===== src/rtl/dcc_pkg.sv =====
package dcc_pkg;
	// Register indices on the plain register port
	localparam int ADDR_W = 4;
	localparam logic [3:0] OFF_INT_CTRL = 4'h0;
	localparam logic [3:0] OFF_FLAGS2 = 4'h1;
	localparam logic [3:0] OFF_ENABLES2 = 4'h2;
	localparam logic [3:0] OFF_PRIO2 = 4'h3;
	localparam logic [3:0] OFF_CMP_CTRL = 4'h4;
	localparam logic [3:0] OFF_LADDER = 4'h5;
	localparam logic [3:0] OFF_PORT_F_PINS_PINS = 4'h6;
	localparam logic [3:0] OFF_PORT_F_PINS_LAT = 4'h7;
	localparam logic [3:0] OFF_PORT_F_PINS_DIR = 4'h8;
	localparam logic [3:0] OFF_CONV_CTRL1 = 4'h9;

	// Field positions
	localparam int GIE_BIT = 7;
	localparam int PERIPHERAL_INT_ENABLE_BIT = 6;
	localparam int CHG_BIT = 6;
	localparam int RES2_BIT = 7;
	localparam int RES1_BIT = 6;
	localparam int INV2_BIT = 5;
	localparam int INV1_BIT = 4;
	localparam int ISW_BIT = 3;
	localparam int MODE_MSB = 2;
	localparam int PCFG_MSB = 3;
	localparam int PIN_C1 = 1;
	localparam int PIN_C2 = 2;

	// Writable masks and the analog pin set; other bits read as zero, except the control register result bits, which read the results
	localparam logic [7:0] CMP_WR_MASK = 8'h3F;
	localparam logic [7:0] FLAGS2_MASK = 8'hCE;
	localparam logic [7:0] PORT_F_PINS_MASK = 8'hFE;
	localparam logic [7:0] ANALOG_PINS = 8'h78;
	localparam logic [7:0] CONV1_MASK = 8'h0F;

	// Reset values and the all-digital configuration code
	localparam logic [7:0] CMP_RST = 8'h07;
	localparam logic [7:0] DIR_RST = 8'hFE;
	localparam logic [7:0] ZERO_RST = 8'h00;
	localparam logic [3:0] PCFG_ALL_DIGITAL = 4'hF;

	// Comparator modes
	localparam logic [2:0] MODE_INT_REF = 3'h6;
	localparam logic [2:0] MODE_OFF = 3'h7;
	localparam logic [2:0] MODE_PIN_OUT = 3'h3;
endpackage : dcc_pkg


===== src/rtl/dcc_sync.sv =====
`timescale 1ns/1ps
`default_nettype none
module dcc_sync
	import dcc_pkg::*;
#(
	parameter int W = 2
)(
	// Clock and reset
	input wire logic clk_i,
	input wire logic rst_b_i,
	// Data
	input wire logic [W-1:0] async_i,
	output logic [W-1:0] sync_o
);
	logic [W-1:0] meta_r;

	// First stage is read by the second stage only
	always_ff @(posedge clk_i)
	begin
		if (!rst_b_i)
		begin
			meta_r <= '0;
			sync_o <= '0;
		end
		else
		begin
			meta_r <= async_i;
			sync_o <= meta_r;
		end
	end
endmodule : dcc_sync
`default_nettype wire


===== src/rtl/dcc_top.sv =====
// The address map and the address-and-strobe port were left to the implementer.
`timescale 1ns/1ps
`default_nettype none
module dcc_top
	import dcc_pkg::*;
#(
	parameter logic [2:0] PIN_OUT_MODE = MODE_PIN_OUT
)(
	// Clock and reset
	input wire logic CLK_I,
	input wire logic RST_B_I,
	// Register port
	input wire logic [ADDR_W-1:0] ADDR_I,
	input wire logic [7:0] WDATA_I,
	input wire logic WR_I,
	input wire logic RD_I,
	output logic [7:0] RDATA_O,
	// Analog comparator cores
	input wire logic CMP1_RAW_I,
	input wire logic CMP2_RAW_I,
	output logic [2:0] CMP_MODE_O,
	output logic CMP_ON_O,
	output logic CMP_ISW_O,
	output logic CMP_POS_INTREF_O,
	output logic [7:0] LADDER_CTRL_O,
	// Port F pins
	input wire logic [7:0] PORT_F_PINS_IN_I,
	output logic [7:0] PORT_F_PINS_OUT_O,
	output logic [7:0] PORT_F_PINS_OE_O,
	output logic [7:0] PORT_F_PINS_ANALOG_O,
	// Power and interrupt
	input wire logic SLEEP_I,
	output logic CMP_IRQ_O,
	output logic CMP_IRQ_HIGH_O,
	output logic WAKE_O
);
	logic [7:0] intctl_r;
	logic [7:0] flags2_r;
	logic [7:0] en2_r;
	logic [7:0] prio2_r;
	logic [7:0] cmp_r;
	logic [7:0] ladder_r;
	logic [7:0] lat_r;
	logic [7:0] dir_r;
	logic [3:0] pcfg_r;
	logic [1:0] latch_r;
	logic [7:0] pin_out_r;
	logic [7:0] rdata_nxt;
	logic [1:0] raw;
	logic [1:0] raw_sync;
	logic [1:0] res;
	logic [1:0] inv;
	logic [2:0] mode;
	logic cmp_on;
	logic pin_mode;
	logic cmp_acc;
	logic mismatch;
	logic chg_set;
	logic chg_nxt;
	logic irq_nxt;

	function automatic logic wr_hit(input logic [3:0] off);
		wr_hit = WR_I && (ADDR_I == off);
	endfunction : wr_hit

	function automatic logic [7:0] analog_mask(input logic [3:0] pcfg);
		analog_mask = (pcfg == PCFG_ALL_DIGITAL) ? ZERO_RST : ANALOG_PINS;
	endfunction : analog_mask

	assign mode = cmp_r[MODE_MSB:0];
	assign inv = {cmp_r[INV2_BIT], cmp_r[INV1_BIT]};
	// Comparators off report a low level
	assign cmp_on = (mode != MODE_OFF);
	assign pin_mode = (mode == PIN_OUT_MODE);
	// High means positive input above negative input
	assign raw = {CMP2_RAW_I, CMP1_RAW_I} & {2{cmp_on}};

	// Sync first; compare of async levels could set a metastable flag
	dcc_sync #(
		.W(2)
	) u_sync (
		.clk_i(CLK_I),
		.rst_b_i(RST_B_I),
		.async_i(raw),
		.sync_o(raw_sync)
	);

	assign res = raw_sync ^ inv;
	assign cmp_acc = (WR_I || RD_I) && (ADDR_I == OFF_CMP_CTRL);
	assign mismatch = (res != latch_r);

	// Set term covers real changes and a software write of one
	// Process, not assign: the helper reads the strobe outside its arguments
	always_comb
	begin
		chg_set = mismatch
			|| (wr_hit(OFF_FLAGS2) && WDATA_I[CHG_BIT]);
	end

	// Set wins over a same-cycle clear; not cleared by hardware
	always_comb
	begin
		chg_nxt = flags2_r[CHG_BIT];
		if (wr_hit(OFF_FLAGS2))
		begin
			chg_nxt = WDATA_I[CHG_BIT];
		end
		if (chg_set)
		begin
			chg_nxt = 1'b1;
		end
	end

	// Access to control register reloads the mismatch latch
	always_ff @(posedge CLK_I)
	begin
		if (!RST_B_I)
		begin
			latch_r <= '0;
		end
		else if (cmp_acc)
		begin
			latch_r <= res;
		end
	end

	// Compare uses the old latch, so a change at an access is never lost
	always_ff @(posedge CLK_I)
	begin
		if (!RST_B_I)
		begin
			flags2_r <= ZERO_RST;
		end
		else
		begin
			if (wr_hit(OFF_FLAGS2))
			begin
				flags2_r <= WDATA_I & FLAGS2_MASK;
			end
			flags2_r[CHG_BIT] <= chg_nxt;
		end
	end

	// Control register: result bits are never stored
	always_ff @(posedge CLK_I)
	begin
		if (!RST_B_I)
		begin
			cmp_r <= CMP_RST;
		end
		else if (wr_hit(OFF_CMP_CTRL))
		begin
			cmp_r <= WDATA_I & CMP_WR_MASK;
		end
	end

	// Sleep touches no register; only reset or writes change them
	always_ff @(posedge CLK_I)
	begin
		if (!RST_B_I)
		begin
			intctl_r <= ZERO_RST;
			en2_r <= ZERO_RST;
			prio2_r <= ZERO_RST;
			ladder_r <= ZERO_RST;
		end
		else
		begin
			if (wr_hit(OFF_INT_CTRL))
			begin
				intctl_r <= WDATA_I;
			end
			if (wr_hit(OFF_ENABLES2))
			begin
				en2_r <= WDATA_I & FLAGS2_MASK;
			end
			if (wr_hit(OFF_PRIO2))
			begin
				prio2_r <= WDATA_I & FLAGS2_MASK;
			end
			if (wr_hit(OFF_LADDER))
			begin
				ladder_r <= WDATA_I;
			end
		end
	end

	// Port F latch, direction and analog configuration
	always_ff @(posedge CLK_I)
	begin
		if (!RST_B_I)
		begin
			lat_r <= ZERO_RST;
			dir_r <= DIR_RST;
			pcfg_r <= '0;
		end
		else
		begin
			if (wr_hit(OFF_PORT_F_PINS_LAT) || wr_hit(OFF_PORT_F_PINS_PINS))
			begin
				lat_r <= WDATA_I & PORT_F_PINS_MASK;
			end
			if (wr_hit(OFF_PORT_F_PINS_DIR))
			begin
				dir_r <= WDATA_I & PORT_F_PINS_MASK;
			end
			if (wr_hit(OFF_CONV_CTRL1))
			begin
				pcfg_r <= WDATA_I[PCFG_MSB:0];
			end
		end
	end

	// Read mux
	always_comb
	begin
		rdata_nxt = ZERO_RST;
		case (ADDR_I)
			OFF_INT_CTRL: rdata_nxt = intctl_r;
			OFF_FLAGS2: rdata_nxt = flags2_r;
			OFF_ENABLES2: rdata_nxt = en2_r;
			OFF_PRIO2: rdata_nxt = prio2_r;
			OFF_CMP_CTRL:
			begin
				rdata_nxt = cmp_r;
				rdata_nxt[RES2_BIT] = res[1];
				rdata_nxt[RES1_BIT] = res[0];
			end
			OFF_LADDER: rdata_nxt = ladder_r;
			OFF_PORT_F_PINS_PINS:
				rdata_nxt = PORT_F_PINS_IN_I & PORT_F_PINS_MASK & ~analog_mask(pcfg_r);
			OFF_PORT_F_PINS_LAT: rdata_nxt = lat_r;
			OFF_PORT_F_PINS_DIR: rdata_nxt = dir_r;
			OFF_CONV_CTRL1: rdata_nxt = {4'h0, pcfg_r};
			default: rdata_nxt = ZERO_RST;
		endcase
	end

	// Read data valid only in the cycle after the strobe
	always_ff @(posedge CLK_I)
	begin
		if (!RST_B_I)
		begin
			RDATA_O <= ZERO_RST;
		end
		else
		begin
			RDATA_O <= RD_I ? rdata_nxt : ZERO_RST;
		end
	end

	// Comparator and port F configuration outputs
	always_ff @(posedge CLK_I)
	begin
		if (!RST_B_I)
		begin
			CMP_MODE_O <= MODE_OFF;
			CMP_ON_O <= 1'b0;
			CMP_ISW_O <= 1'b0;
			CMP_POS_INTREF_O <= 1'b0;
			LADDER_CTRL_O <= ZERO_RST;
			PORT_F_PINS_OE_O <= ZERO_RST;
			PORT_F_PINS_ANALOG_O <= ANALOG_PINS;
			pin_out_r <= ZERO_RST;
		end
		else
		begin
			CMP_MODE_O <= mode;
			CMP_ON_O <= cmp_on;
			CMP_ISW_O <= cmp_r[ISW_BIT];
			// Internal reference only reachable in the four-input mode
			CMP_POS_INTREF_O <= (mode == MODE_INT_REF);
			LADDER_CTRL_O <= ladder_r;
			PORT_F_PINS_OE_O <= ~dir_r & PORT_F_PINS_MASK;
			PORT_F_PINS_ANALOG_O <= analog_mask(pcfg_r);
			pin_out_r <= lat_r;
		end
	end

	// Pin path bypasses the synchronizer on purpose; may glitch
	always_comb
	begin
		PORT_F_PINS_OUT_O = pin_out_r;
		if (pin_mode)
		begin
			PORT_F_PINS_OUT_O[PIN_C1] = raw[0] ^ inv[0];
			PORT_F_PINS_OUT_O[PIN_C2] = raw[1] ^ inv[1];
		end
	end

	// Interrupt request and wake; comparators run on in sleep
	assign irq_nxt = flags2_r[CHG_BIT] && en2_r[CHG_BIT]
		&& intctl_r[PERIPHERAL_INT_ENABLE_BIT] && intctl_r[GIE_BIT];

	always_ff @(posedge CLK_I)
	begin
		if (!RST_B_I)
		begin
			CMP_IRQ_O <= 1'b0;
			CMP_IRQ_HIGH_O <= 1'b0;
		end
		else
		begin
			CMP_IRQ_O <= irq_nxt;
			CMP_IRQ_HIGH_O <= irq_nxt && prio2_r[CHG_BIT];
		end
	end

	// Wake needs only the local enable, not the global ones
	always_ff @(posedge CLK_I)
	begin
		if (!RST_B_I)
		begin
			WAKE_O <= 1'b0;
		end
		else
		begin
			WAKE_O <= SLEEP_I && flags2_r[CHG_BIT] && en2_r[CHG_BIT];
		end
	end
endmodule : dcc_top
`default_nettype wire


===== config.mk =====
export PLATFORM = sky130hd
export DESIGN_NAME = dcc_top
export DESIGN_NICKNAME = d
export VERILOG_FILES = /design/src/rtl/dcc_pkg.sv /design/src/rtl/dcc_sync.sv /design/src/rtl/dcc_top.sv
export SDC_FILE = /design/constraint.sdc
export NUM_CORES = 1
export LEC_CHECK = 0
export ABC_AREA = 1
export BUFFER_PORTS_ARGS = -buffer_cell sky130_fd_sc_hd__buf_2
export CAP_MARGIN = 15
export CORE_UTILIZATION = 55
export DETAILED_ROUTE_END_ITERATION = 8
export PLACE_DENSITY = 0.88
export SLEW_MARGIN = 0
export SYNTH_ARGS = -nofsm -noshare
export SYNTH_HDL_FRONTEND = slang
export SYNTH_HIERARCHICAL = 1
export SYNTH_SLANG_ARGS = --single-unit

===== constraint.sdc =====
create_clock -name CLK_I -period 1.35 [get_ports CLK_I]
set_clock_uncertainty 0.05 [all_clocks]
set_input_delay 0.0675 -clock CLK_I [delete_from_list [all_inputs] [get_ports CLK_I]]
set_output_delay 0.0675 -clock CLK_I [all_outputs]
set_load 0.03 [all_outputs]

==> results.toml, run 1 <==
[outcome]
status = "finished with violations"
violations = "negative hold slack, negative setup slack"

[sta]
report.final.setup_viol = 2
fmax_mhz = 634.7
grt_setup_unrepaired = "true"
timing.hold.ws_ns = -0.004466
hold_viol_final = 1
fin_tns_setup_ns = -0.4392
fin_ws_ns = -0.2255
post-route-period-util = 1.167
finalCriticalPeriod_ns = 1.575
timing.final.max_slew_violations = 0

[route]
first_iter_violations = 385
dr.pass1.iters = 5
vias = 3895
routed_via_density = 5.214
detail-route-antenna-nets = 0
drc = 0
avgRoutedWirePerCell_um = 14.73
drt-total-wl_mm = 11.00

[die]
start_util = 0.5673
core_area_sq_um = 7214
die_y_um = 88.26
dieArea_sq_um = 7790
rows = 31
io_pins = 76
die_x_um = 88.26

[cts]
clock_path_buffers = 2
cts.clk_slew.worst_paths_ns = 0.10
cts_tree = "done"
clock-sinks = 101
htreeDepth = 3
insertion_delay_ns = 0.37
cts-buffers-inserted = 9
cts-root-buf = "clkbuf_8"

[cells_and_area]
layout_commonest_cell = "nand2_1"
area.growth.synth_to_final_pct = 21.16
stdcell_count = 747
nFillCells = 619
final_cell_mix = "nand2_1, dfxtp_1, inv_1, buf_2, nand3_1"
diodes = 0
nets = 670
fin_util = 0.6873
drive_above_1_share = 0.2114

[synthesis]
syn_inst = 551
syn_avg_cell_area_sq_um = 7.428
synth-seq-area-share = 0.4940
ys_ff_latch = 101
syn-cell-area_sq_um = 4093
synth_cell_types = 23
yosysWarnings = 6

[placement]
io_buffers = 68
dp_cells = 716
place_congestion = 0.9416
dp_hpwl_mm = 7.955

[power]
p_comb_frac = 0.097
p_seq_frac = 0.574
p_sw_frac = 0.2735
p_int_mw = 3.883
ir_drop_v = 0.0006709
p_leak_nw = 2.434
finalPower_mw = 5.345
clkPwrFrac = 0.329
p_switching_mw = 1.462
p_per_area_nw_per_um2 = 1078

[setup_path]
cp_slowest_cell = "dfxtp_2"
worstPathMaxFanout = 2
cp.required_ns = 1.23
cp-end-kind = "output pin"
path_cells = "inv_2 > nor3_4 > mux2_4 > buf_6"
cp-start-kind = "flop"
cp.arrival_ns = 1.46
critical_path_class = "reg -> out"
max_stage_delay_ns = 0.35
critPathTopFamily = "flip-flops"
path_buf_inv = 2

[grt]
grt_pass1_vias = 3491
busiest_layer = "met2"
use_met2 = 0.4895
grt_use_total = 0.2985
antenna_found_initial = 0
grt_max_degree = 40
overflow = 0
grt_pass1_wl_mm = 17.39
grtUsageMet3 = 0.05504
grtUsageMet1 = 0.3895

[run]
max_cap_violations = 0

[hold_path]
hold_class = "in -> reg"
[synth_stat cells]
cell        n  area share
nor3_1      3      0.0037
xor2_1      4      0.0086
nand3_2     1      0.0024
nor2_2      2      0.0031
nand3_1    57       0.070
clkinv_1    1     0.00092
buf_4      16       0.029
nand2_1   140        0.13
dfxtp_1   101        0.49
buf_2       3      0.0037
mux2_2      2      0.0055
nand4_1     1      0.0015
nand2_2     2      0.0031
o211ai_1    9       0.017
nor2_4      8       0.022
o22ai_1     1      0.0015
inv_1      66       0.061
nor2_1     44       0.040
inv_2       4      0.0037
conb_1      1     0.00092
clkbuf_1   11       0.010
a21oi_1    43       0.053
o21ai_0    31       0.038
[routing by layer]
layer | wire length (um) | vias to the layer above
li1 | - | 1902
met1 | 4506 | 1773
met2 | 5315 | 183
met3 | 829 | 37
met4 | 350 | 0
met5 | 0 | -
[tightest hold or removal path, stage by stage]
cell and delay (ns):
buf_2 0.08, nand2_1 0.05, nand3_1 0.06, nor2_1 0.04, nor2_1 0.10
[cell type report]
| type | count | area (sq um) | share of cell area |
|---|---|---|---|
| Timing Repair Buffer | 106 | 693.2 | 0.1398 |
| Tap cell | 99 | 123.9 | 0.02498 |
| Multi-Input combinational cell | 354 | 1675 | 0.3379 |
| Inverter | 71 | 266.5 | 0.05375 |
| Sequential cell | 101 | 2026 | 0.4085 |
| Clock inverter | 7 | 50.05 | 0.01009 |
| Clock buffer | 9 | 123.9 | 0.02498 |
[worst paths after layout]
| check | depth (start not counted) | slack (ns) | from | endpoint |
|---|---|---|---|---|
| max | 4 | -0.23 | cmp_r[1] | PORT_F_PINS_OUT_O[2] |
| min | 5 | -0.004 | PORT_F_PINS_IN_I[4] | RDATA_O[4] |
| min reg2reg | 2 | 0.37 | u_sync/meta_r[1] | u_sync/sync_o[1] |
| max reg2reg | 6 | 0.05 | cmp_r[5] | flags2_r[6] |
[sequential cells by signal, indices dropped and copies added, names as in the netlist, 2 cells and up]
register          cells
LADDER_CTRL_O         8
RDATA_O               8
intctl_r              8
ladder_r              8
PORT_F_PINS_OE_O      7
dir_r                 7
lat_r                 7
pin_out_r             7
cmp_r                 6
en2_r                 5
flags2_r              5
prio2_r               5
pcfg_r                4
CMP_MODE_O            3
latch_r               2
u_sync/meta_r         2
u_sync/sync_o         2
[repair_timing]
action,4_1_cts,5_1_grt
endpoints found under the hold margin,19,0
hold buffers,11,0
pin swaps,1,0
setup endpoints to repair,2,10
gates resized for setup,11,5
setup buffers,1,3
[power groups by stage]
stage	Clock (mW)	Sequential (mW)	Combinational, mW
2_1_floorplan	0	3.15	0.271
3_3_place_gp	0	3.13	0.460
3_5_place_dp	0	3.14	0.471
4_1_cts	1.74	3.07	0.505
5_1_grt	1.88	3.07	0.564
6_report	1.76	3.07	0.519
[logic make-up (layout without fill, tap and decap cells)]
group	Yosys count	count (layout)	synth area share
XOR/XNOR	4	4	0.008559
flip-flops	101	101	0.4940
other	1	6	0.0009163
multiplexers	2	2	0.005503
AO/OA/AOI/OAI	84	84	0.1085
AND/OR/NAND/NOR	258	258	0.2742
buffers and inverters	101	193	0.1082
[stage by stage]
stage,worst slack [ns],instance area (sq um)
global route,-0.2442,4959
global placement,0.02015,4597
floorplan,0.1658,4111
detailed placement,-0.01699,4597
CTS,-0.1945,4922
finish,-0.2255,4959
Note: power is estimated with default switching activity, not from simulation.
==> run 2, diff against run 1 <==
Settings changed: PLACE_DENSITY 0.88 to default, PLACE_DENSITY_LB_ADDON from default to 0.08.
==> run 2 against run 1 <==
  * Largest power group unchanged
  * Setup slack better by 0.0048 ns
  * Sequential power about the same
  * Critical endpoint unchanged
  * Register-to-register slack better by 0.06 ns
  * The run ends with negative setup slack left
  * Routed wire length down 3.1%
  * Cell count up 0.54%
  * Via count down 0.59%
  * First-iteration DRC count down 30%
  * Combinational power up 3%
  * Total power up 8.9%
==> results.toml, run 2 (same netlist as run 1, synthesis figures left out) <==
[outcome]
status = "finished with violations"
violations = "negative setup slack"

[sta]
report.final.setup_viol = 2
hold_viol_final = 0
post-route-period-util = 1.164
grt_setup_unrepaired = "true"
timing.final.max_slew_violations = 0
finalCriticalPeriod_ns = 1.571
fin_ws_ns = -0.2207
fmax_mhz = 636.6

[cells_and_area]
nets = 675
diodes = 0
final_cell_mix = "nand2_1, dfxtp_1, buf_2, inv_1, nand3_1"
area.growth.synth_to_final_pct = 23.63
drive_above_1_share = 0.2163
finalInstanceArea_sq_um = 5060
stdcell_count = 751
multi_input_area_sq_um = 1675
layout_commonest_cell = "nand2_1"
nFillCells = 630
regArea_sq_um = 2026

[power]
p_sw_frac = 0.2385
p_int_mw = 4.432
p_switching_mw = 1.388
ir_drop_v = 0.0008045
p_per_area_nw_per_um2 = 1150
p_seq_frac = 0.527
p_leak_nw = 2.496
clkPwrFrac = 0.382
p_comb_frac = 0.091

[grt]
overflow = 0
grt_use_total = 0.2902
grt_max_degree = 38
antenna_found_initial = 0
grt_pass1_vias = 3428
grt_pass1_wl_mm = 16.69

[cts]
cts.clk_slew.worst_paths_ns = 0.09
insertion_delay_ns = 0.37
clock_path_buffers = 2
htreeDepth = 3
cts_tree = "done"
clock-sinks = 101
cts-root-buf = "clkbuf_8"
cts-buffers-inserted = 9

[placement]
place_congestion = 0.8994
dp_hpwl_mm = 7.654
dp_cells = 722
io_buffers = 68
place_area_sq_um = 4654

[die]
rows = 31
dieArea_sq_um = 7790
die_x_um = 88.26
start_util = 0.5673
io_pins = 76
die_y_um = 88.26
core_area_sq_um = 7214

[route]
dr.pass1.iters = 6
routed_via_density = 5.156
drc = 0
avgRoutedWirePerCell_um = 14.20
vias = 3872
first_iter_violations = 270
drt-total-wl_mm = 10.66
detail-route-antenna-nets = 0

[setup_path]
cp.required_ns = 1.23
critical_path_class = "reg -> out"
r2r_start = "cmp_r[1]"
startpoint = "cmp_r[0]"
cp-start-kind = "flop"
worstPathMaxFanout = 3
cp-end-kind = "output pin"
cp.arrival_ns = 1.45

[hold_path]
hold_class = "in -> reg"
min_from = "PORT_F_PINS_IN_I[4]"

[run]
max_cap_violations = 0
run 2: area by class of cell:
type | instances | area share
Multi-Input combinational cell | 354 | 0.3311
Sequential cell | 101 | 0.4003
Clock inverter | 5 | 0.01978
Timing Repair Buffer | 111 | 0.1464
Tap cell | 99 | 0.02448
Inverter | 71 | 0.05267
Clock buffer | 10 | 0.02522
run 2: worst paths after layout:
kind / cells past startpoint / slack [ns] / end
hold reg to reg: 1 / 0.37 / PORT_F_PINS_OE_O[7]
setup / recovery: 4 / -0.22 / PORT_F_PINS_OUT_O[2]
setup reg to reg: 8 / 0.11 / RDATA_O[1]
hold / removal: 5 / 0.009 / RDATA_O[4]
run 2: worst max-delay path: stages, from the launching register on:
cell     delay (ns)
dfxtp_2        0.35
inv_2          0.05
nor3_4         0.21
mux2_4         0.33
buf_6          0.14
run 2: stage by stage:
stage	hold slack, ns	util	worst slack (ns)	power, mW	TNS, ns
after floorplan	0.1110	-	0.1658	3.420	0
after global placement	0.2725	0.6452	-0.01225	3.610	-0.01225
after detailed placement	0.2727	0.6452	-0.04251	3.620	-0.05288
after CTS	0.0007673	0.6988	-0.2005	5.809	-0.4007
after global routing	0.01700	0.7014	-0.2525	5.990	-0.4964
final	0.008873	0.7014	-0.2207	5.820	-0.4340
run 2: routing by layer:
metal / part of all wire / wire [um] / GRT usage / up-vias
met5: 0 / 0 / 0 / -
met2: 0.47 / 5013 / 0.4720 / 169
li1: - / - / - / 1916
met4: 0.028 / 298 / 0.1364 / 0
met3: 0.076 / 811 / 0.05131 / 29
met1: 0.43 / 4539 / 0.3755 / 1758
run 2: repair_timing:
action,CTS,global route
resized for setup,11,5
pin swaps,1,1
cloned,0,0
endpoints found under the hold margin,24,0
buffers inserted,2,1
endpoints found under the setup margin,2,6
hold buffers,11,0
run 2: power by group through the flow:
stage                     logic [mW]  registers [mW]  clock network (mW)
after floorplan                0.271            3.15                   0
after global placement         0.478            3.13                   0
after detailed placement       0.486            3.13                   0
after CTS                      0.522            3.06                2.22
after global routing           0.575            3.07                2.34
final                          0.532            3.07                2.22
==> run 3, diff against run 2 <==
Settings changed: CORE_MARGIN from default to 1.5.
==> run 3 against run 2 <==
  * The run still ends with negative setup slack left
  * Clock-buffer cell count up 1
  * Sequential cell count unchanged
  * Sequential power about the same
  * Combinational power about the same
  * Clock power down 12%
  * Via count down 2.2%
  * Maximum frequency up 0.61%
  * Total power down 4.5%
  * Non-clock buffer count up 6
  * Global-route usage down 0.95 points
  * Hold slack better by 0.0035 ns
  * Critical path type unchanged
  * Critical endpoint unchanged
  * Highest routed layer unchanged
==> results.toml, run 3 (same netlist as run 1, synthesis figures left out) <==
[hold_path]
holdPathEnd = "flags2_r[7]"
whs_path_depth = 3
min_from = "WDATA_I[7]"
hold_class = "in -> reg"

[cts]
cts_tree = "done"
clock_path_buffers = 2
cts-root-buf = "clkbuf_8"
htreeDepth = 3
clock-sinks = 101
cts-buffers-inserted = 9
insertion_delay_ns = 0.38
cts.clk_slew.worst_paths_ns = 0.10

[sta]
fmax_mhz = 640.5
post-route-period-util = 1.157
fin_ws_ns = -0.2113
grt_setup_unrepaired = "true"
finalCriticalPeriod_ns = 1.561
report.final.setup_viol = 2
timing.final.max_slew_violations = 0
hold_viol_final = 0
fin_tns_setup_ns = -0.4197

[placement]
io_buffers = 68
dp_cells = 726
place_congestion = 0.9133
dp_hpwl_mm = 7.757

[setup_path]
r2r_start = "cmp_r[1]"
r2r_cells = 8
rrSetupSlack_ns = 0.10
critical_path_class = "reg -> out"
cp.arrival_ns = 1.44
cp.required_ns = 1.23
r2r-end = "RDATA_O[1]"
cp-end-kind = "output pin"
cp-start-kind = "flop"
worstPathMaxFanout = 2

[grt]
grt_max_degree = 33
antenna_found_initial = 0
grt_use_total = 0.2807
grt_pass1_wl_mm = 16.55
grt_pass1_vias = 3311
overflow = 0

[route]
routed_via_density = 4.997
dr.pass1.iters = 5
avgRoutedWirePerCell_um = 14.02
drc = 0
first_iter_violations = 284
drt-total-wl_mm = 10.63
vias = 3788
detail-route-antenna-nets = 0

[cells_and_area]
diodes = 0
nets = 681
final_cell_mix = "nand2_1, dfxtp_1, buf_2, inv_1, nand3_1"
layout_commonest_cell = "nand2_1"
area.growth.synth_to_final_pct = 23.63
stdcell_count = 758
nFillCells = 628
drive_above_1_share = 0.2200

[die]
die_x_um = 89.26
core_area_sq_um = 7214
start_util = 0.5673
die_y_um = 89.26
dieArea_sq_um = 7967
io_pins = 76
rows = 31

[power]
ir_drop_v = 0.0007079
finalPower_mw = 5.557
p_per_area_nw_per_um2 = 1098
p_leak_nw = 2.496

[outcome]
status = "finished with violations"
violations = "negative setup slack"

[run]
max_cap_violations = 0
run 3: changes by cell type in the layout (fill, tap and decap cells not counted), sizes merged:
cell	change
clkbuf	+1
clkinv	+1
dlygate4sd3	+3
bufinv	-2
buf	+3
clkinvlp	+1
run 3: layout make-up:
class	instances	area, sq um	share of cell area
flip-flops and latches	101	2027	0.4006
well taps	99	123.9	0.02448
repair buffers	117	768.2	0.1518
clock inverters	5	60.06	0.01187
multi-input cells	354	1673	0.3306
clock buffers	11	141.4	0.02794
inverters	71	266.5	0.05267
run 3: power by group:
| part | switching (mW) | leakage (nW) | internal (mW) | total, mW |
|---|---|---|---|---|
| combinational | 0.344 | 1.58 | 0.187 | 0.531 |
| clock | 1.05 | 0.0995 | 0.912 | 1.96 |
| sequential | 0.0339 | 0.817 | 3.03 | 3.07 |
run 3: how the worst max path moves through the flow:
stage                            to  slack [ns]  cells after the start  startpoint
2_1_floorplan  PORT_F_PINS_OUT_O[1]        0.17                      3    cmp_r[0]
3_3_place_gp             RDATA_O[1]      0.0001                     11   ADDR_I[3]
3_5_place_dp             RDATA_O[1]       -0.02                     11   ADDR_I[3]
4_1_cts        PORT_F_PINS_OUT_O[2]       -0.24                      4    cmp_r[1]
5_1_grt        PORT_F_PINS_OUT_O[1]       -0.24                      4    cmp_r[1]
6_report       PORT_F_PINS_OUT_O[2]       -0.21                      4    cmp_r[1]
run 3: critical path, stage by stage (launching register included):
cell,delay [ns]
dfxtp_2,0.35
inv_2,0.05
nor3_4,0.21
mux2_4,0.33
buf_6,0.14
run 3: stage by stage:
step                cell area (sq um)  setup slack (ns)    util  hold WS [ns]
global route                     5060           -0.2401  0.7014       0.03088
CTS                              5034           -0.2386  0.6977     0.0002089
finish                           5060           -0.2113  0.7014       0.01234
detailed placement               4659          -0.02021  0.6459        0.2804
global placement                 4659         0.0001121  0.6459        0.2730
floorplan                        4111            0.1658       -        0.1110
run 3: what timing repair did:
item / 4_1_cts / 5_1_grt
hold buffers: 14 / 0
endpoints found under the hold margin: 32 / 0
gates resized for setup: 10 / 6
pin swaps: 1 / 0
buffers inserted: 0 / 2
setup endpoints to repair: 2 / 6
run 3: routing by layer:
layer	GRT usage	wire length, um	part of all wire	vias up
li1	-	-	-	1930
met1	0.3863	4854	0.46	1718
met2	0.4388	5010	0.47	123
met3	0.05263	607	0.057	17
met4	0.1063	157	0.015	0
met5	0	0	0	-
